$ cat src/crs_consts.svh
// Register map, field positions, reset values and counts of the clock sequencer
`ifndef CRS_CONSTS_SVH
`define CRS_CONSTS_SVH

`define CRS_ADDR_W 8
`define CRS_OFF_POWER_MGMT_CONTROL_REG 8'h00
`define CRS_OFF_SPIDIV 8'h04
`define CRS_OFF_SPDIV0 8'h08
`define CRS_OFF_STATUS 8'h18

`define CRS_PM_MULT_LSB 0
`define CRS_PM_MULT_MSB 5
`define CRS_PM_OVR_BIT 6
`define CRS_PM_CLKSEL_BIT 12
`define CRS_PM_RESET 32'h0000_0000

`define CRS_ST_CODE_LSB 0
`define CRS_ST_RSVD_BIT 2
`define CRS_ST_INRST_BIT 3
`define CRS_ST_RATIO_LSB 8

`define CRS_CODE_R6 2'h0
`define CRS_CODE_R32 2'h1
`define CRS_CODE_R16 2'h2
`define CRS_RATIO_6 6'h06
`define CRS_RATIO_32 6'h20
`define CRS_RATIO_16 6'h10
`define CRS_RATIO_MIN 6'h02

`define CRS_DIV_RESET 16'h0001
`define CRS_RST_TAIL_CORE_CLOCK 2'h2
`define CRS_RST_HOLD_CK 4096

`endif

$ cat src/crs_pkg.sv
// Types shared by the clock ratio and reset sequencer
`default_nettype none

package crs_pkg;

   typedef enum logic [1:0] {
      CRS_HOLD,
      CRS_COUNT,
      CRS_TAIL,
      CRS_RUN
   } crs_rst_state_t;

endpackage

`default_nettype wire

$ cat src/crs_clock_seq.sv
// Core clock ratio selection, divided clocks and core reset release
`timescale 1ns/100ps
`default_nettype none
`include "crs_consts.svh"

// Functional notes
// The ratio select pins are captured while the external reset is low.
// Pin code 00 gives ratio 6, code 01 gives 32 and code 10 gives 16.
// Software may override the pin ratio through the power control register.
// Full core speed needs software to program the multiplier bits.
// Software keeps the resulting core clock period within 2.5 ns to 10 ns.
// The peripheral clock period is exactly two core clock periods.
// Each serial port clock period is the peripheral period times its divider.
// The SPI clock period is the peripheral period times the SPI divider.
// Core reset stays on for 4096 input clocks plus 2 core clocks after release.
// A late release may add one input clock, giving at most 4097 cycles.
// Later external resets stay low at least 4 input clock cycles.
// Control inputs are stable 20 input clocks before reset release.
// The input clock runs stable 10 us before reset release.
// Bit 12 picks clock or reset-out for the local clock pin, reset-out first.
// Ratio code 11 is reserved and should not be presented.
module crs_clock_seq
   import crs_pkg::*;
#(
   parameter int NUM_PORTS = 4,
   parameter int RST_HOLD_CYCLES = `CRS_RST_HOLD_CK
) (
   input wire logic ref_clk_i, // Core clock, 125 MHz
   input wire logic nrst_i, // Synchronous reset, active low
   input wire logic ext_reset_n_i, // External reset pin, active low
   input wire logic [1:0] core_ratio_select_pins_i, // Ratio straps
   input wire logic psel_i, // APB select
   input wire logic penable_i, // APB enable
   input wire logic pwrite_i, // APB direction
   input wire logic [`CRS_ADDR_W-1:0] paddr_i, // APB byte address
   input wire logic [31:0] pwdata_i, // APB write data
   output logic [31:0] prdata_o, // APB read data
   output logic pready_o, // APB ready
   output logic pslverr_o, // APB error, unmapped address
   output logic core_rst_n_o, // Internal core reset, active low
   output logic input_clock_tick_o, // One pulse per input clock
   output logic periph_clk_o, // Peripheral clock, half core rate
   output logic [NUM_PORTS-1:0] serial_port_clk_o, // Serial port clocks
   output logic spi_clk_o, // SPI clock
   output logic local_clock_output_o, // Clock or reset-out pin
   output logic ratio_code_reserved_o // Reserved strap code seen
);

   // One extra tick: the first one only aligns to the input clock edge
   localparam int CW = 14;
   localparam logic [CW-1:0] HOLD_LAST = CW'(RST_HOLD_CYCLES);

   generate
      if (NUM_PORTS < 1 || NUM_PORTS > 4) begin : g_bad_ports
         $error("NUM_PORTS must be 1 to 4");
      end
      if (RST_HOLD_CYCLES < 1 || RST_HOLD_CYCLES > 8192) begin : g_bad_hold
         $error("RST_HOLD_CYCLES must be 1 to 8192");
      end
   endgenerate

   typedef struct packed {
      logic [1:0] ratio_code;
      logic code_rsvd;
      logic [5:0] in_cnt;
      logic in_tick;
      crs_rst_state_t rst_state;
      logic [CW-1:0] rst_cnt;
      logic [1:0] tail_cnt;
      logic [5:0] pm_mult;
      logic pm_ovr;
      logic pm_clksel;
      logic [15:0] spi_div;
      logic [NUM_PORTS-1:0][15:0] sp_div;
      logic [16:0] spi_cnt;
      logic [NUM_PORTS-1:0][16:0] sp_cnt;
      logic pclk;
      logic [31:0] rdata;
   } crs_state_t;

   crs_state_t s;
   crs_state_t next_s;

   logic [5:0] pin_ratio;
   logic [5:0] ratio;
   logic in_reset;
   logic acc;
   logic hit;
   logic [31:0] rd_val;

   // Straps decoded; reserved code falls back to the slowest safe ratio
   always_comb begin
      case (s.ratio_code)
         `CRS_CODE_R6: pin_ratio = `CRS_RATIO_6;
         `CRS_CODE_R32: pin_ratio = `CRS_RATIO_32;
         `CRS_CODE_R16: pin_ratio = `CRS_RATIO_16;
         default: pin_ratio = `CRS_RATIO_6;
      endcase
   end

   // Too small a multiplier cannot make an input clock, so it is ignored
   assign ratio = (s.pm_ovr && s.pm_mult >= `CRS_RATIO_MIN)
      ? s.pm_mult : pin_ratio;
   assign in_reset = (s.rst_state != CRS_RUN);
   assign acc = psel_i && penable_i;

   always_comb begin
      hit = 1'b1;
      rd_val = 32'h0000_0000;
      if (paddr_i == `CRS_OFF_POWER_MGMT_CONTROL_REG) begin
         rd_val[`CRS_PM_MULT_MSB:`CRS_PM_MULT_LSB] = s.pm_mult;
         rd_val[`CRS_PM_OVR_BIT] = s.pm_ovr;
         rd_val[`CRS_PM_CLKSEL_BIT] = s.pm_clksel;
      end else if (paddr_i == `CRS_OFF_SPIDIV) begin
         rd_val[15:0] = s.spi_div;
      end else if (paddr_i == `CRS_OFF_STATUS) begin
         rd_val[`CRS_ST_CODE_LSB +: 2] = s.ratio_code;
         rd_val[`CRS_ST_RSVD_BIT] = s.code_rsvd;
         rd_val[`CRS_ST_INRST_BIT] = in_reset;
         rd_val[`CRS_ST_RATIO_LSB +: 6] = ratio;
      end else begin
         hit = 1'b0;
         for (int i = 0; i < NUM_PORTS; i++) begin
            if (paddr_i == `CRS_OFF_SPDIV0 + `CRS_ADDR_W'(4 * i)) begin
               hit = 1'b1;
               rd_val[15:0] = s.sp_div[i];
            end
         end
      end
   end

   always_comb begin
      next_s = s;

      // Input clock modelled as one tick every ratio core cycles
      next_s.in_tick = 1'b0;
      if (s.in_cnt >= ratio - 6'h01) begin
         next_s.in_cnt = 6'h00;
         next_s.in_tick = 1'b1;
      end else begin
         next_s.in_cnt = s.in_cnt + 6'h01;
      end

      // Reset release sequence
      case (s.rst_state)
         CRS_HOLD: begin
            next_s.rst_cnt = '0;
            next_s.tail_cnt = 2'h0;
            if (ext_reset_n_i) begin
               next_s.rst_state = CRS_COUNT;
            end
         end
         CRS_COUNT: begin
            // First tick aligns, its phase is the late-release slot;
            // the full count follows, so the hold never falls short
            if (s.in_tick) begin
               if (s.rst_cnt == HOLD_LAST) begin
                  next_s.rst_state = CRS_TAIL;
               end else begin
                  next_s.rst_cnt = s.rst_cnt + CW'(1);
               end
            end
         end
         CRS_TAIL: begin
            next_s.tail_cnt = s.tail_cnt + 2'h1;
            if (s.tail_cnt == `CRS_RST_TAIL_CORE_CLOCK - 2'h1) begin
               next_s.rst_state = CRS_RUN;
            end
         end
         CRS_RUN: begin
            next_s.rst_state = CRS_RUN;
         end
         default: begin
            next_s.rst_state = CRS_HOLD;
         end
      endcase
      if (!ext_reset_n_i) begin
         next_s.rst_state = CRS_HOLD;
         next_s.ratio_code = core_ratio_select_pins_i;
         next_s.code_rsvd = (core_ratio_select_pins_i == 2'h3);
         next_s.pm_mult = '0;
         next_s.pm_ovr = 1'b0;
         next_s.pm_clksel = 1'b0;
      end

      // Divided clocks run only once the core is out of reset
      if (in_reset) begin
         next_s.pclk = 1'b0;
         next_s.spi_cnt = '0;
         next_s.sp_cnt = '0;
      end else begin
         next_s.pclk = ~s.pclk;
         if (s.spi_cnt >= {s.spi_div, 1'b0} - 17'h1) begin
            next_s.spi_cnt = '0;
         end else begin
            next_s.spi_cnt = s.spi_cnt + 17'h1;
         end
         for (int i = 0; i < NUM_PORTS; i++) begin
            if (s.sp_cnt[i] >= {s.sp_div[i], 1'b0} - 17'h1) begin
               next_s.sp_cnt[i] = '0;
            end else begin
               next_s.sp_cnt[i] = s.sp_cnt[i] + 17'h1;
            end
         end
      end

      // Register bus; read data prepared in setup, valid in access
      if (psel_i && !penable_i) begin
         next_s.rdata = rd_val;
      end
      if (acc && pwrite_i && ext_reset_n_i) begin
         if (paddr_i == `CRS_OFF_POWER_MGMT_CONTROL_REG) begin
            next_s.pm_mult =
               pwdata_i[`CRS_PM_MULT_MSB:`CRS_PM_MULT_LSB];
            next_s.pm_ovr = pwdata_i[`CRS_PM_OVR_BIT];
            next_s.pm_clksel = pwdata_i[`CRS_PM_CLKSEL_BIT];
         end else if (paddr_i == `CRS_OFF_SPIDIV) begin
            // Zero would stop the clock, so it reads back as one
            next_s.spi_div = (pwdata_i[15:0] == 16'h0000)
               ? 16'h0001 : pwdata_i[15:0];
         end
         for (int i = 0; i < NUM_PORTS; i++) begin
            if (paddr_i == `CRS_OFF_SPDIV0 + `CRS_ADDR_W'(4 * i)) begin
               next_s.sp_div[i] = (pwdata_i[15:0] == 16'h0000)
                  ? 16'h0001 : pwdata_i[15:0];
            end
         end
      end
   end

   always_ff @(posedge ref_clk_i) begin
      if (!nrst_i) begin
         s.ratio_code <= `CRS_CODE_R6;
         s.code_rsvd <= 1'b0;
         s.in_cnt <= 6'h00;
         s.in_tick <= 1'b0;
         s.rst_state <= CRS_HOLD;
         s.rst_cnt <= '0;
         s.tail_cnt <= 2'h0;
         s.pm_mult <= 6'(`CRS_PM_RESET);
         s.pm_ovr <= 1'b0;
         s.pm_clksel <= 1'b0;
         s.spi_div <= `CRS_DIV_RESET;
         for (int i = 0; i < NUM_PORTS; i++) begin
            s.sp_div[i] <= `CRS_DIV_RESET;
         end
         s.spi_cnt <= '0;
         s.sp_cnt <= '0;
         s.pclk <= 1'b0;
         s.rdata <= 32'h0000_0000;
      end else begin
         s <= next_s;
      end
   end

   genvar g;
   generate
      for (g = 0; g < NUM_PORTS; g++) begin : g_serial_port
         // High for the first half of each divided period
         assign serial_port_clk_o[g] =
            (s.sp_cnt[g] < {1'b0, s.sp_div[g]});
      end
   endgenerate

   assign spi_clk_o = (s.spi_cnt < {1'b0, s.spi_div});
   assign periph_clk_o = s.pclk;
   assign core_rst_n_o = !in_reset;
   assign input_clock_tick_o = s.in_tick;
   // Core clock itself cannot leave a flop; the half-rate clock stands in
   assign local_clock_output_o = s.pm_clksel ? s.pclk : !in_reset;
   assign ratio_code_reserved_o = s.code_rsvd;
   assign prdata_o = s.rdata;
   assign pready_o = 1'b1;
   assign pslverr_o = acc && !hit;

endmodule // crs_clock_seq

`default_nettype wire

$ cat config.mk
export PLATFORM = sky130hd
export DESIGN_NAME = crs_clock_seq
export DESIGN_NICKNAME = d
export VERILOG_FILES = /design/src/crs_pkg.sv /design/src/crs_clock_seq.sv
export VERILOG_INCLUDE_DIRS = /design/src
export SDC_FILE = /design/constraint.sdc
export NUM_CORES = 1
export LEC_CHECK = 0
export BUFFER_PORTS_ARGS = -buffer_cell sky130_fd_sc_hd__buf_4
export CORE_UTILIZATION = 61
export CTS_CLUSTER_SIZE = 40
export DETAILED_ROUTE_END_ITERATION = 8
export PLACE_DENSITY = 0.8
export SETUP_SLACK_MARGIN = 0.4
export SLEW_MARGIN = 20
export SYNTH_ARGS = -nofsm -noshare
export SYNTH_HDL_FRONTEND = slang
export SYNTH_SLANG_ARGS = --single-unit
$ cat constraint.sdc
create_clock -name ref_clk_i -period 5.25 [get_ports ref_clk_i]
set_input_delay 0.525 -clock ref_clk_i [delete_from_list [all_inputs] [get_ports ref_clk_i]]
set_output_delay 0.525 -clock ref_clk_i [all_outputs]
set_load 0.02 [all_outputs]
==> results.md, run 1 <==
* Outcome: completed
* Area grow syn2layout at 8.49%
* CTS-repair resized insts at 0
* Die area at 24900 µm²
* Sw frac at 23.0%
* Hold depth at 3
* Comb power frac at 5.0%
* Max FO, Critical Path at 16
* Pre-antenna DRT Iters at 5
* Post-synth EDFFs at 0
* P_leak at 0.00615 µW
* Min-delay src: core_ratio_select_pins_i[0]
* Die Ht at 158 µm
* Total number of vias at 13100
* Root Buffer: clkbuf_16
* R2R depth at 13
* TNS Setup at 0 ns
* Core Util, Final at 67.9%
* Startpoint types: register
* Residual DRC at 0
* Setup crit end kind: register
* Hold slack at 0.236 ns
* Share of cells above drive strength 1 at 6.88%
* #FFs+latches synth at 218
* Max Transition Viols Final at 0
* Filler cell count in the final layout at 1950
* RSZ-0062 raised after global routing: false
* Yosys warns at 0
* Clock sinks at 218
* Vias in the first global route at 12500
* Top cell by count, worst path: nand2_1
* Die Wd at 158 µm
* Top-area cell type share of the netlist area at 29.5%
* Antenna Diode Count at 0
* GRT overflow at 0
* First-pass GRT wire length at 62800 µm
* Core ar. at 23600 µm²
* Hold-fix buffers at CTS at 0
* Cell-internal power at 2800 µW
* Port Buffer Count at 58
* Clock Tree Buf Depth at 3
* Worst-path clk slew at 0.06 ns
* Clk Latency, worst-skew pair at 0.54 ns
* P per Cell Area at 227 nW/µm²
* Total Wirelength at 38900 µm
* Flop pwr share at 45.9%
* Synth unique cells at 72
* Synthesized cell area at 14800 µm²
* Critical R2R Capture: s[92]
* Worst Path Arrival at 4.14 ns
* Antenna Nets Post-Route at 0
* Post-route insts no fill at 2193
* Reg2reg setup slack at 1.57 ns
* CTS tree: built
* # Post-CTS Setup Buffers at 0
* Largest net degree at the start of global routing at 50
* Setup Skew at 0.0102 ns
* CTS HTree Levels at 1
* Sequential cell area at 4360 µm²
* Nets at 2081
* Share of flip-flops with an asynchronous set or reset at 0%
* Final Cycle Share at 70.0%
* Post-DR wirelength/cell at 17.7 µm
* Critical Path RT at 5.72 ns
* Syn Inst Count at 1846
* Net Sw Power at 838 µW
* Via density at 5.96
* Min Clock Period, post-route at 3.68 ns
* Crit path cell chain: inv_1, nand3_1, nor4_1, nand2_1, nor3_1, xnor2_1, ha_1, nand4_1, or4_1, a21oi_1, a2111oi_0, nand2_1, nor2_1
* Most frequent cells in the layout: nor2_1 (224), dfxtp_1 (218), nand2_1 (193)
* Slew @ Worst Pin at 0.979 ns
* Placed cells at 2147
* Final count of hold timing violations at 0
* F_max at 272 MHz
* Post-DP HPWL at 29300 µm
* Post-synth top area cell: dfxtp_1
* Initial Util at 62.6%
* Most common cell after layout, fill and taps aside: nor2_1
* CP max-delay cell: nor4_1
* Routability cong. at 1.01
* Critical path class: register to register
* Max VDD drop at 0.246 mV
* All-Layer GR Usage at 31.7%
* Worst r2r src: s[168]
* Sequential area share after synthesis at 29.5%
* Max_cap viols at 0
* Leading register cell type out of synthesis: dfxtp_1
* Worst hold path endpoint: s[232]
* Initial antenna violation count at 0
* Avg Cell Area, Syn at 8.01 µm²
* Class of the worst hold path: input port to register
* 1st-iter DRT viols at 916
* Final Setup Violations at 0
* TritonCTS Buffers at 26
* Area contributors post-synth: dfxtp_1 (30%), ha_1 (15%), xnor2_1 (6.3%)
* Multi-input gate area at 9550 µm²
* Max-slew headroom at 34.7%
* I/O pins at 92
* Num rows at 56
* Clock group share of total power at 49.1%
* Crit-path max cell delay at 0.57 ns
## sequential cells by signal (all words and copies together) (netlist names)
name and flops:
input_clock_tick_o 1, periph_clk_o 1, prdata_o 16, ratio_code_reserved_o 1, s 199
## per-layer routing
metal / up-vias / wire, µm / track usage, %
met3: 110 / 2600 / 5.23
met2: 408 / 17500 / 52.2
met5: - / 0 / 0
met4: 0 / 1750 / 13.9
li1: 6446 / - / -
met1: 6117 / 17000 / 40.8
## logic make-up (layout without fill, tap and decap cells)
| family | count (synthesis) | count (layout) | share of synthesized area [%] |
|---|---|---|---|
| flops | 218 | 218 | 29.5 |
| xor+xnor | 159 | 159 | 9.42 |
| buf+inv | 206 | 219 | 6.44 |
| fa+ha+maj | 177 | 177 | 15.0 |
| other cells | 2 | 17 | 0.0508 |
| mux | 40 | 40 | 2.72 |
| simple gates | 692 | 692 | 22.1 |
| compound gates | 352 | 352 | 14.8 |
## cell type report
type	instances	area share, %
Clock buffer	43	5.02
Clock inverter	3	0.265
Inverter	110	2.57
Multi-Input combinational cell	1437	59.5
Sequential cell	218	27.2
Tap cell	319	2.49
Timing Repair Buffer	63	2.95
## synthesized netlist by cell type (17+ instances only)
| cell | count |
|---|---|
| inv_1 | 109 |
| o21ai_0 | 64 |
| xor2_1 | 52 |
| xnor2_1 | 107 |
| and3_1 | 18 |
| nand2_1 | 193 |
| a21oi_1 | 140 |
| nand4_1 | 35 |
| nand3_1 | 85 |
| mux2i_1 | 39 |
| nor4_1 | 17 |
| ha_1 | 177 |
| nor3_1 | 43 |
| dfxtp_1 | 218 |
| clkbuf_1 | 39 |
| a21o_1 | 23 |
| buf_4 | 35 |
| nor2_1 | 224 |
| buf_2 | 17 |
## how the worst max path moves through the flow
stage	from	endpoint	slack, ns	cells past startpoint
2_1_floorplan	s[136]	s[59]	2.17	12
3_3_place_gp	s[150]	s[81]	1.77	11
3_5_place_dp	s[136]	s[57]	1.56	10
4_1_cts	s[136]	s[61]	1.56	10
5_1_grt	s[168]	s[96]	1.29	13
6_report	s[168]	s[92]	1.57	13
## power by group through the flow
stage	clock [µW]	combinational [µW]	sequential [µW]
2_1_floorplan	0	119	1700
3_3_place_gp	0	177	1700
3_5_place_dp	0	178	1700
4_1_cts	1810	179	1670
5_1_grt	1880	195	1670
6_report	1790	184	1670
## through the flow
step / worst slack, ns / cell area (µm²) / total power, µW
floorplan: 2.17 / 14800 / 1820
global placement: 1.77 / 15200 / 1880
global route: 1.29 / 16000 / 3750
detailed placement: 1.56 / 15200 / 1880
CTS: 1.56 / 16000 / 3660
finish: 1.57 / 16000 / 3640
## worst max-delay path, delay by kind of cell, from the launching register on
kind	cells	cell delay (ns)
AO/OA/AOI/OAI	2	0.61
XOR/XNOR	1	0.18
adder cells (fa/ha/maj)	1	0.30
buffers and inverters	1	0.13
flip-flops	1	0.37
AND/OR/NAND/NOR	8	2.01
Note: power is estimated with default switching activity, not from simulation.
==> run 2, diff against run 1 <==
Settings changed: CORE_UTILIZATION 61 to 56, PLACE_DENSITY 0.8 to 0.77.
Clock period 5.25 ns to 3.1 ns, I/O delays scaled along.
==> results.md, run 2 (synthesized netlist as in run 1, its figures left out) <==
* Total Wirelength at 43800 µm
* Die Ht at 165 µm
* Clk Latency, worst-skew pair at 0.55 ns
* Post-DP HPWL at 30500 µm
* TNS Setup at 0 ns
* Startpoint types: register
* TritonCTS Buffers at 25
* Most frequent cells in the layout: nor2_1 (200), nand2_1 (188), dfxtp_1 (175)
* Final Cycle Share at 96.3%
* Slew @ Worst Pin at 0.980 ns
* CTS tree: built
* Max FO, Critical Path at 17
* Comb power frac at 5.4%
* Critical Path RT at 3.56 ns
* Max_cap viols at 0
* Initial antenna violation count at 2
* Cell area after layout at 17500 µm²
* Via density at 6.05
* CTS HTree Levels at 1
* Outcome: completed
* Multi-input gate area at 10200 µm²
* Critical path class: register to register
* Final count of hold timing violations at 0
* Pre-antenna DRT Iters at 6
* I/O pins at 92
* Clock group share of total power at 49.2%
* F_max at 335 MHz
* Clock sinks at 218
* Reg with most FFs: s
* Area grow syn2layout at 18.3%
* Class of the worst hold path: input port to register
* All-Layer GR Usage at 31.1%
* Share of cells above drive strength 1 at 19.2%
* Residual DRC at 0
* First-pass GRT wire length at 66300 µm
* Nets at 2170
* Setup Skew at 0.0243 ns
* Die area at 27100 µm²
* Vias in the first global route at 12900
* Filler cell count in the final layout at 2054
* Post-Place Cell Area at 15600 µm²
* P per Cell Area at 354 nW/µm²
* Max Transition Viols Final at 0
* Min Clock Period, post-route at 2.99 ns
* GRT overflow at 0
* Antenna Diode Count at 0
* Cell-internal power at 4740 µW
* Sw frac at 23.6%
* Crit path cell chain: nor4_4, nand2_1, or4_4, nor3_4, xnor2_1, ha_1, and4_4, a221oi_2, o211a_1, o31ai_4, buf_12, nor2_1
* Antenna Nets Post-Route at 0
* Initial Util at 56.9%
* Max reg flops at 199
* Core ar. at 26000 µm²
* Worst Path Arrival at 3.44 ns
* Largest net degree at the start of global routing at 61
* Setup crit end kind: register
* CP max-delay cell: or4_4
* Sequential cell area at 4450 µm²
* Hold slack at 0.0114 ns
* RSZ-0062 raised after global routing: true
* Power Total at 6200 µW
* Clock Tree Buf Depth at 3
* Final setup margin at 0.114 ns
* Port Buffer Count at 58
* Max-slew headroom at 34.6%
* Max VDD drop at 0.646 mV
* Net Sw Power at 1460 µW
* Routability cong. at 0.981
* P_leak at 0.00675 µW
* Post-DR wirelength/cell at 19.1 µm
* Worst-path clk slew at 0.06 ns
* Final Setup Violations at 0
* Die Wd at 165 µm
* Hold-fix buffers at CTS at 0
* Num rows at 59
* Worst slack at placement at -0.0170 ns
* Most common cell after layout, fill and taps aside: nor2_1
* Root Buffer: clkbuf_16
* Flop pwr share at 45.4%
* 1st-iter DRT viols at 1177
* Total number of vias at 13900
* Crit-path max cell delay at 0.49 ns
-- run 2: cell types whose count changed in the layout (fill, tap and decap cells not counted), moves of 8 or more --
cell     before  now
buf_4        63  138
dfxtp_1     218  175
dfxtp_2       0   29
dfxtp_4       0   14
inv_1       109   91
inv_2         1   13
nor2_1      224  200
nor2_2        2   23
o21ai_0      64   56
-- run 2: worst paths after layout --
kind	depth (start not counted)	slack, ns	startpoint	endpoint
worst max-delay path	12	0.11	s[139]	s[60]
worst min-delay path	3	0.01	core_ratio_select_pins_i[0]	ratio_code_reserved_o
worst max register to register	12	0.11	s[139]	s[60]
worst min register to register	2	0.46	s[123]	s[123]
-- run 2: cell type report --
class	count	area share, %
clock buffers	32	4.01
flip-flops and latches	218	25.4
clock inverters	12	0.794
repair buffers	147	6.67
multi-input cells	1443	58.2
well taps	335	2.39
inverters	110	2.44
-- run 2: critical path, delay by kind of cell (launching register included) --
family,cells,cell delay [ns]
AND/OR/NAND/NOR,6,1.34
flip-flops,1,0.36
buffers and inverters,1,0.16
adder cells (fa/ha/maj),1,0.28
XOR/XNOR,1,0.15
AO/OA/AOI/OAI,3,0.58
-- run 2: power by group through the flow --
| stage | sequential [µW] | combinational, µW | clock (µW) |
|---|---|---|---|
| after floorplan | 2880 | 202 | 0 |
| after global placement | 2890 | 311 | 0 |
| after detailed placement | 2890 | 314 | 0 |
| after CTS | 2820 | 321 | 3080 |
| after global routing | 2810 | 354 | 3190 |
| final | 2810 | 335 | 3050 |
-- run 2: metrics by stage --
step / cells / utilization (%)
after floorplan: 1861 / -
after global placement: 2192 / 59.9
after detailed placement: 2192 / 59.9
after CTS: 2271 / 65.2
after global routing: 2297 / 67.4
final: 2297 / 67.4
-- run 2: timing repair --
action	in CTS	in global routing
pin swaps	35	96
gates resized for setup	94	112
gates cloned	7	0
setup endpoints to repair	97	97
buffers inserted	28	26
-- run 2: routing by layer --
| metal | share of wire [%] | routed length, µm | track usage, % |
|---|---|---|---|
| met1 | 40 | 17700 | 38.6 |
| met2 | 47 | 20400 | 51.2 |
| met3 | 7.9 | 3470 | 6.05 |
| met4 | 4.9 | 2150 | 15.7 |
| met5 | 0.055 | 24 | 0 |
